--- config.mk ---
export PLATFORM = sky130hd
export DESIGN_NAME = dsol_status_out
export DESIGN_NICKNAME = d
export VERILOG_FILES = /design/src/rtl/dsol_timed_flag.v /design/src/rtl/dsol_status_out.v
export VERILOG_INCLUDE_DIRS = /design/src /design/src/pkg
export SDC_FILE = /design/constraint.sdc
export NUM_CORES = 2
export LEC_CHECK = 0
export BUFFER_PORTS_ARGS = -buffer_cell sky130_fd_sc_hd__buf_2
export CAP_MARGIN = 10
export CORE_MARGIN = 5
export CORE_UTILIZATION = 30
export DETAILED_ROUTE_END_ITERATION = 16
export SLEW_MARGIN = 20
export SYNTH_ARGS = -nofsm -noshare
export SYNTH_HDL_FRONTEND = slang
export SYNTH_SLANG_ARGS = --single-unit
export TNS_END_PERCENT = 1
--- constraint.sdc ---
create_clock -name clk -period 8.75 [get_ports clk]
set_input_delay 2.625 -clock clk [delete_from_list [all_inputs] [get_ports clk]]
set_output_delay 2.625 -clock clk [all_outputs]
set_load 0.03 [all_outputs]
--- src/pkg/dsol_defines.vh ---
`ifndef DSOL_DEFINES_VH
`define DSOL_DEFINES_VH
`define DSOL_CLK_PERIOD_NS 5
`define DSOL_LIMIT_MS 20
`define DSOL_MIN_ON_MS 100
`define DSOL_LIMIT_CYC (`DSOL_LIMIT_MS * 1000000 / `DSOL_CLK_PERIOD_NS)
`define DSOL_MIN_ON_CYC (`DSOL_MIN_ON_MS * 1000000 / `DSOL_CLK_PERIOD_NS)
`define DSOL_WARN_OFS 5
`define DSOL_CLEAR_OFS 8
`define DSOL_SAT_DISP 16'h270f
`define DSOL_INV_OFS 1000
`define DSOL_ROLE_NONE 3'h0
`define DSOL_ROLE_AUX1 3'h1
`define DSOL_ROLE_AUX2 3'h2
`define DSOL_ROLE_PID 3'h3
`define DSOL_ROLE_FB 3'h5
`define DSOL_SRC_UPDOWN 4'h7
`define DSOL_FN_FAR 11'd1
`define DSOL_FN_OL 11'd7
`define DSOL_FN_ARRIVAL_DELAYED_FLAG 11'd21
`define DSOL_FN_LIM 11'd22
`define DSOL_FN_OH 11'd28
`define DSOL_FN_LIFE 11'd30
`define DSOL_FN_REF 11'd33
`define DSOL_FN_LOW_SPEED_OUTPUT_FLAG 11'd35
`define DSOL_FN_OLP 11'd36
`define DSOL_FN_IDA 11'd37
`define DSOL_FN_IDB 11'd38
`define DSOL_FN_SWM 11'd49
`define DSOL_FN_BRK 11'd57
`define DSOL_FN_ALM 11'd99
`endif

--- src/rtl/dsol_timed_flag.v ---
`timescale 1ns/100ps
// Qualified, stretched flag: sets after cond has held hold_cyc cycles,
// then stays set until min_cyc has passed and clr holds.
module dsol_timed_flag (
   input wire clk,
   input wire rst_b,
   input wire cond,
   input wire clr,
   input wire [31:0] hold_cyc,
   input wire [31:0] min_cyc,
   output reg flag_q
);
   reg [31:0] hold_q;
   reg [31:0] on_q;

   always @(posedge clk or negedge rst_b) begin
      if (!rst_b) begin
         hold_q <= 32'h0;
         on_q <= 32'h0;
         flag_q <= 1'b0;
      end else begin
         if (!cond) begin
            hold_q <= 32'h0;
         end else if (hold_q < hold_cyc) begin
            hold_q <= hold_q + 32'h1;
         end
         if (!flag_q) begin
            on_q <= 32'h0;
            if (cond && hold_q >= hold_cyc) begin
               flag_q <= 1'b1;
            end
         end else begin
            if (on_q < min_cyc) begin
               on_q <= on_q + 32'h1;
            end
            if (on_q >= min_cyc && clr) begin
               flag_q <= 1'b0;
            end
         end
      end
   end
endmodule

--- src/rtl/dsol_status_out.v ---
`timescale 1ns/100ps
`include "dsol_defines.vh"
module dsol_status_out (
   input wire clk,
   input wire rst_b,
   input wire [15:0] out_freq,
   input wire [15:0] ref_freq,
   input wire [15:0] arrival_window,
   input wire [31:0] arrival_delay_time,
   input wire limit_active_pin,
   input wire [7:0] heatsink_temp,
   input wire [7:0] heatsink_trip_temp,
   input wire life_expired_pin,
   input wire ref_loss_pin,
   input wire [15:0] start_freq,
   input wire dc_brake_pin,
   input wire overload_guard_pin,
   input wire [15:0] out_current,
   input wire [15:0] current_level_a,
   input wire [31:0] current_timer_a,
   input wire [15:0] current_level_b,
   input wire [31:0] current_timer_b,
   input wire motor_select_cmd,
   input wire brake_request_pin,
   input wire fault_trip_pin,
   input wire [15:0] speed_display_coef,
   input wire [15:0] feed_time,
   input wire [15:0] energy_display_coef,
   input wire energy_tick,
   input wire [15:0] energy_increment,
   input wire analog_in_b_type,
   input wire [2:0] analog_in_a_role,
   input wire [2:0] analog_in_b_current_role,
   input wire [2:0] analog_in_b_voltage_role,
   input wire [3:0] primary_freq_source,
   input wire [10:0] out_code_0,
   input wire [10:0] out_code_1,
   input wire [10:0] out_code_2,
   output reg arrival_flag,
   output reg arrival_delayed_flag,
   output reg limit_hold_flag,
   output reg heatsink_warn,
   output reg life_flag,
   output reg command_loss_flag,
   output reg low_speed_output_flag,
   output reg overload_guard_flag,
   output reg current_detect_a,
   output reg current_detect_b,
   output reg overload_warn,
   output reg second_motor_flag,
   output reg brake_cmd,
   output reg fault_flag,
   output reg [31:0] line_speed,
   output reg [31:0] energy_display,
   output reg analog_b_voltage_mode,
   output reg [1:0] aux1_src,
   output reg [1:0] aux2_src,
   output reg [1:0] pid_cmd_src,
   output reg [1:0] pid_fb_src,
   output reg [2:0] term_out
);
   // ****************************************************
   // Pin synchronisers
   // ****************************************************
   // Flag pins come from other logic with no shared clock, so each passes
   // three stages and changes only when the last two agree.
   localparam NP = 9;
   wire [NP-1:0] pin_raw = {limit_active_pin, life_expired_pin,
      ref_loss_pin, dc_brake_pin, overload_guard_pin, motor_select_cmd,
      brake_request_pin, fault_trip_pin, energy_tick};
   wire [NP-1:0] pin_q;
   genvar gi;
   generate
      for (gi = 0; gi < NP; gi = gi + 1) begin : g_sync
         // Each stage is a scalar of its own loop pass, so every flip-flop
         // has a single process driving it.
         reg s1_q;
         reg s2_q;
         reg s3_q;
         reg agree_q;
         always @(posedge clk or negedge rst_b) begin
            if (!rst_b) begin
               s1_q <= 1'b0;
               s2_q <= 1'b0;
               s3_q <= 1'b0;
               agree_q <= 1'b0;
            end else begin
               s1_q <= pin_raw[gi];
               s2_q <= s1_q;
               s3_q <= s2_q;
               if (s2_q == s3_q) begin
                  agree_q <= s3_q;
               end
            end
         end
         assign pin_q[gi] = agree_q;
      end
   endgenerate
   wire limit_s = pin_q[8];
   wire life_s = pin_q[7];
   wire refloss_s = pin_q[6];
   wire dcb_s = pin_q[5];
   wire olp_s = pin_q[4];
   wire msel_s = pin_q[3];
   wire brk_s = pin_q[2];
   wire fault_s = pin_q[1];
   wire tick_s = pin_q[0];
   reg tick_d1_q;

   // ****************************************************
   // Comparisons
   // ****************************************************
   wire [16:0] freq_diff = (out_freq >= ref_freq) ?
      {1'b0, out_freq - ref_freq} : {1'b0, ref_freq - out_freq};
   wire in_band = freq_diff <= {1'b0, arrival_window};
   wire [8:0] warn_on_lvl = {1'b0, heatsink_trip_temp} - 9'd`DSOL_WARN_OFS;
   wire [8:0] warn_off_lvl = {1'b0, heatsink_trip_temp} - 9'd`DSOL_CLEAR_OFS;
   wire over_a = out_current > current_level_a;
   wire over_b = out_current > current_level_b;
   // 90 percent release
   // Ten times the current against nine times the level avoids a divider
   // and keeps the release point exact.
   wire [19:0] cur_x10 = {4'h0, out_current} * 20'd10;
   wire below_a = cur_x10 < ({4'h0, current_level_a} * 20'd9);
   wire below_b = cur_x10 < ({4'h0, current_level_b} * 20'd9);

   // ****************************************************
   // Timed flags
   // ****************************************************
   // The 20 ms and 100 ms counts assume the 200 MHz clock; a slower clock
   // stretches both in proportion.
   wire arrival_delayed_flag_w;
   wire lim_w;
   wire olp_w;
   wire ida_w;
   wire idb_w;
   wire [31:0] min_on = `DSOL_MIN_ON_CYC;
   dsol_timed_flag u_arrival_delayed_flag (.clk(clk), .rst_b(rst_b), .cond(in_band),
      .clr(!in_band), .hold_cyc(arrival_delay_time), .min_cyc(32'h0),
      .flag_q(arrival_delayed_flag_w));
   dsol_timed_flag u_lim (.clk(clk), .rst_b(rst_b), .cond(limit_s),
      .clr(!limit_s), .hold_cyc(`DSOL_LIMIT_CYC), .min_cyc(32'h0),
      .flag_q(lim_w));
   dsol_timed_flag u_olp (.clk(clk), .rst_b(rst_b), .cond(olp_s),
      .clr(!olp_s), .hold_cyc(32'h0), .min_cyc(min_on),
      .flag_q(olp_w));
   dsol_timed_flag u_ida (.clk(clk), .rst_b(rst_b), .cond(over_a),
      .clr(below_a), .hold_cyc(current_timer_a), .min_cyc(min_on),
      .flag_q(ida_w));
   dsol_timed_flag u_idb (.clk(clk), .rst_b(rst_b), .cond(over_b),
      .clr(below_b), .hold_cyc(current_timer_b), .min_cyc(min_on),
      .flag_q(idb_w));

   // ****************************************************
   // Status flags
   // ****************************************************
   always @(posedge clk or negedge rst_b) begin
      if (!rst_b) begin
         arrival_flag <= 1'b0;
         arrival_delayed_flag <= 1'b0;
         limit_hold_flag <= 1'b0;
         heatsink_warn <= 1'b0;
         life_flag <= 1'b0;
         command_loss_flag <= 1'b0;
         low_speed_output_flag <= 1'b0;
         overload_guard_flag <= 1'b0;
         current_detect_a <= 1'b0;
         current_detect_b <= 1'b0;
         overload_warn <= 1'b0;
         second_motor_flag <= 1'b0;
         brake_cmd <= 1'b0;
         fault_flag <= 1'b0;
      end else begin
         arrival_flag <= in_band;
         arrival_delayed_flag <= arrival_delayed_flag_w;
         limit_hold_flag <= lim_w;
         if ({1'b0, heatsink_temp} > warn_on_lvl) begin
            heatsink_warn <= 1'b1;
         end else if ({1'b0, heatsink_temp} <= warn_off_lvl) begin
            heatsink_warn <= 1'b0;
         end
         life_flag <= life_s;
         command_loss_flag <= refloss_s;
         low_speed_output_flag <= (out_freq <= start_freq) || dcb_s;
         overload_guard_flag <= olp_w;
         current_detect_a <= ida_w;
         current_detect_b <= idb_w;
         overload_warn <= over_a;
         second_motor_flag <= msel_s;
         brake_cmd <= brk_s;
         fault_flag <= fault_s;
      end
   end

   // ****************************************************
   // Terminal routing
   // ****************************************************
   // A code that names no function leaves its terminal low, or high in the
   // inverted form, so a mistyped code shows as a steady level.
   wire [2:0] term_d;
   wire [13:0] fn_vec = {fault_flag, brake_cmd, second_motor_flag,
      current_detect_b, current_detect_a, overload_guard_flag,
      low_speed_output_flag, command_loss_flag, life_flag, heatsink_warn,
      limit_hold_flag, arrival_delayed_flag, overload_warn, arrival_flag};
   wire [10:0] codes [0:2];
   assign codes[0] = out_code_0;
   assign codes[1] = out_code_1;
   assign codes[2] = out_code_2;
   generate
      for (gi = 0; gi < 3; gi = gi + 1) begin : g_term
         wire inv = codes[gi] >= 11'd`DSOL_INV_OFS;
         wire [10:0] base = inv ? codes[gi] - 11'd`DSOL_INV_OFS : codes[gi];
         reg sel;
         always @* begin
            case (base)
               `DSOL_FN_FAR: sel = fn_vec[0];
               `DSOL_FN_OL: sel = fn_vec[1];
               `DSOL_FN_ARRIVAL_DELAYED_FLAG: sel = fn_vec[2];
               `DSOL_FN_LIM: sel = fn_vec[3];
               `DSOL_FN_OH: sel = fn_vec[4];
               `DSOL_FN_LIFE: sel = fn_vec[5];
               `DSOL_FN_REF: sel = fn_vec[6];
               `DSOL_FN_LOW_SPEED_OUTPUT_FLAG: sel = fn_vec[7];
               `DSOL_FN_OLP: sel = fn_vec[8];
               `DSOL_FN_IDA: sel = fn_vec[9];
               `DSOL_FN_IDB: sel = fn_vec[10];
               `DSOL_FN_SWM: sel = fn_vec[11];
               `DSOL_FN_BRK: sel = fn_vec[12];
               `DSOL_FN_ALM: sel = fn_vec[13];
               default: sel = 1'b0;
            endcase
         end
         assign term_d[gi] = sel ^ inv;
      end
   endgenerate
   always @(posedge clk or negedge rst_b) begin
      if (!rst_b) begin
         term_out <= 3'h0;
      end else begin
         term_out <= term_d;
      end
   end

   // ****************************************************
   // Displays
   // ****************************************************
   // Line speed is the coefficient times the output frequency; a feed time at or above
   // the saturated value, or a stopped drive (zero output frequency), forces the saturated value.
   reg [31:0] energy_acc_q;
   wire [31:0] lspeed_w = {16'h0, speed_display_coef} * {16'h0, out_freq};
   wire [47:0] edisp_w = {16'h0, energy_acc_q} * {32'h0, energy_display_coef};
   always @(posedge clk or negedge rst_b) begin
      if (!rst_b) begin
         energy_acc_q <= 32'h0;
         tick_d1_q <= 1'b0;
         energy_display <= 32'h0;
         line_speed <= 32'h0;
      end else begin
         tick_d1_q <= tick_s;
         if (energy_display_coef == 16'h0) begin
            energy_acc_q <= 32'h0;
         end else if (tick_s && !tick_d1_q) begin
            energy_acc_q <= energy_acc_q + {16'h0, energy_increment};
         end
         energy_display <= edisp_w[31:0];
         if (feed_time >= `DSOL_SAT_DISP || out_freq == 16'h0) begin
            line_speed <= {16'h0, `DSOL_SAT_DISP};
         end else begin
            line_speed <= lspeed_w;
         end
      end
   end

   // ****************************************************
   // Analog role selection
   // ****************************************************
   // Sources: 0 none, 1 input A, 2 input B current, 3 input B voltage.
   wire [2:0] role_bc = analog_in_b_type ? `DSOL_ROLE_NONE :
      analog_in_b_current_role;
   wire [2:0] role_bv = analog_in_b_type ? analog_in_b_voltage_role :
      `DSOL_ROLE_NONE;
   // Up/down control takes no analog trim, so both auxiliary selections
   // read as none while it is the frequency source.
   wire aux_ok = primary_freq_source != `DSOL_SRC_UPDOWN;
   function [1:0] pick;
      input [2:0] code;
      input [2:0] ra;
      input [2:0] rbc;
      input [2:0] rbv;
      begin
         if (ra == code) begin
            pick = 2'h1;
         end else if (rbc == code) begin
            pick = 2'h2;
         end else if (rbv == code) begin
            pick = 2'h3;
         end else begin
            pick = 2'h0;
         end
      end
   endfunction
   always @(posedge clk or negedge rst_b) begin
      if (!rst_b) begin
         analog_b_voltage_mode <= 1'b0;
         aux1_src <= 2'h0;
         aux2_src <= 2'h0;
         pid_cmd_src <= 2'h0;
         pid_fb_src <= 2'h0;
      end else begin
         analog_b_voltage_mode <= analog_in_b_type;
         aux1_src <= aux_ok ? pick(`DSOL_ROLE_AUX1, analog_in_a_role,
            role_bc, role_bv) : 2'h0;
         aux2_src <= aux_ok ? pick(`DSOL_ROLE_AUX2, analog_in_a_role,
            role_bc, role_bv) : 2'h0;
         pid_cmd_src <= pick(`DSOL_ROLE_PID, analog_in_a_role, role_bc,
            role_bv);
         pid_fb_src <= pick(`DSOL_ROLE_FB, analog_in_a_role, role_bc,
            role_bv);
      end
   end
endmodule

==> flow_metrics.tcl <==
set metrics [dict create \
    dp_hpwl_mm 114 \
    clockRootBuffer "clkbuf_16" \
    boundaryPins 436 \
    synth_area_um2 47600 \
    run_status "finished clean" \
    overflow 0 \
    cp_top_family "adder cells" \
    post_synth.cell_area_avg_um2 8.79 \
    routed_wl_mm 140 \
    critPathMostFrequentCell "fa_1" \
    yosys.area.top_type "fa_1" \
    hp-class "reg2reg" \
    slowest_stage "o31ai_1" \
    critPathMaxStageDelay_ns 0.72 \
    synth_cells 5411 \
    cp-start-kind "input pin" \
    crit_type "in2reg" \
    synth_cell_types 91 \
    ys_ff_latch 388 \
    cts_tree "built" \
    cap_violations 0 \
    io_buffer_count 435 \
    end_kind "register" \
    arrival_ns 8.81 \
    dr.pass1.iters 5 \
    yosysSeqAreaShare 0.204 \
    cts_inserted_buffers 49 \
    chipWidth_um 408 \
    path_buf_inv 6 \
    path_max_fanout 15 \
    wire_per_inst_um 17.5 \
    rsz0062_at_grt "false" \
    num_rows 146 \
    yosys.area.top_type_share 0.212 \
    drc_errors 0 \
    cts.sinks 388 \
    synth-main-ff-cell "dfrtp_1" \
    finClkSkew_ns 0.0406 \
    area_delta_synth_final_pct 14.8 \
    synth_common_cells "888 x inv_1, 599 x nand2_1, 526 x ha_1" \
    core_area_um2 158000 \
    path_clk_slew_ns 0.06 \
    slew_headroom 0.355 \
    drv_slew 0 \
    synth.most_common_cell "inv_1" \
    clkLatencyLatePin_ns 0.64 \
    cts_hold_buf 0 \
    setup_tns_ns 0 \
    hold_viol_final 0 \
    period_minus_slack_ns 8.30 \
    synth_edf_count 0 \
    drive_above_1_share 0.120 \
    vias_per_cell 4.88 \
    synth_fp_nets 6787 \
    grt_pass1_wl_mm 222 \
    cts_resized 0 \
    fin_nets 7229 \
    vias 39000 \
    grt_start_max_net_pins 135 \
    postCtsSetupBuffers 0 \
    crit_required_ns 9.26 \
    antenna_found_initial 52 \
    dieHeight_um 408 \
    period_share 0.948 \
    finalSetupViolations 0 \
    cts_htree_levels 2 \
    gr-usage-all-layers 0.166 \
    fmax_ghz 0.121 \
    async_flop_share 1.00 \
    cp_cell_sequence "buf_2, buf_4, nand2_1, fa_1, fa_1, fa_1, fa_1, inv_1, fa_1, inv_1, fa_1, inv_1, ha_1, o21ai_1, a211oi_1, buf_4, nor2_1, o31ai_1, a31oi_1, o2111ai_1, a21oi_1, xnor2_1" \
    clk_path_buf_depth 3 \
    tightest_slew_ns 0.959 \
    whs_ns 0.346 \
    start_util 0.301 \
    place.gp.congestion 0.939 \
    synth.area.top_cells "fa_1 21%, dfrtp_1 20%, ha_1 14%" \
    grt_pass1_vias 39700 \
    fp.dieArea_um2 167000 \
    ant_nets 0 \
    drt_first_iter_violations 2299 \
    yosysWarnings 0 \
]
path summary, 6_finish.rpt:
check,from,end,slack [ns],cells past startpoint
worst max-delay path,energy_display_coef[1],energy_display[31]$_DFF_PN0_,0.45,22
worst min-delay path,g_sync[0].s1_q$_DFF_PN0_,g_sync[0].s2_q$_DFF_PN0_,0.35,0
worst max register to register,energy_acc_q[7]$_DFFE_PN0P_,energy_display[31]$_DFF_PN0_,1.82,17
worst min register to register,g_sync[0].s1_q$_DFF_PN0_,g_sync[0].s2_q$_DFF_PN0_,0.35,0
max in group asynchronous,rst_b,u_ida.on_q[13]$_DFFE_PN0P_,5.54,2
min in group asynchronous,rst_b,energy_display[14]$_DFF_PN0_,2.00,1
worst reg2reg max path, stage by stage, from the launching register on:
cell and delay (ns):
dfrtp_1 0.87, nand2_1 0.19, fa_1 0.55, fa_1 0.55, fa_1 0.55, fa_1 0.53, fa_1 0.53, fa_1 0.56
inv_1 0.05, ha_1 0.36, and4_1 0.31, and3_1 0.21, nand3_1 0.11, o31ai_1 0.74, a31oi_1 0.26, o2111ai_1 0.25
a21oi_1 0.10, xnor2_1 0.13
final cells by class:
cell class                 count  area (um^2)
sequential                   388         9710
clock buffer                  67         1410
timing repair buffer         579         3320
inverter                     889         3340
tap                         2072         2590
clock inverter                25          335
fill                       16300       103000
antenna                       23         57.6
multi-input combinational   3946        33800
routing by layer:
layer,up-vias,GRT usage,part of all wire
li1,18600,-,-
met1,19100,0.212,0.43
met2,989,0.286,0.48
met3,246,0.0340,0.065
met4,38,0.0423,0.030
met5,-,0,0.0016
registers in the layout, indices dropped and copies added (netlist names), 32 cells and up:
register / cells
energy_acc_q: 32
energy_display: 32
line_speed: 32
u_arrival_delayed_flag.hold_q: 32
u_ida.hold_q: 32
u_ida.on_q: 32
u_idb.hold_q: 32
u_idb.on_q: 32
u_lim.hold_q: 32
u_olp.on_q: 32
cells in the final DEF (no fill, tap or decap), drive strengths merged, types with 199 or more instances in the layout:
| master | synthesis | routed |
|---|---|---|
| fa | 504 | 504 |
| nor2 | 222 | 222 |
| inv | 888 | 893 |
| dfrtp | 388 | 388 |
| buf | 11 | 579 |
| and2 | 389 | 389 |
| a21oi | 225 | 225 |
| ha | 526 | 526 |
| nand2 | 599 | 599 |
| xnor2 | 199 | 199 |
logic make-up after synthesis:
logic type | Yosys count | share of synthesized area
AO/OA/AOI/OAI | 777 | 0.106
XOR/XNOR | 271 | 0.0499
adder cells (fa/ha/maj) | 1039 | 0.352
buffers and inverters | 1077 | 0.0853
flip-flops | 388 | 0.204
multiplexers | 30 | 0.00657
AND/OR/NAND/NOR | 1829 | 0.196
through the flow:
stage	instance area, um^2	worst slack (ns)	std cells	utilization
after CTS	54500	0.524	7966	0.345
final	54600	0.452	7989	0.346
after floorplan	47600	0.173	5411	-
after global routing	54600	0.248	7973	0.345
after detailed placement	52800	-0.194	7874	0.334
after global placement	52800	-0.190	7874	0.334
Power is left out: the tool's default activity adds up to more than one toggle a clock period on the data nets, which glitch-free logic cannot reach.
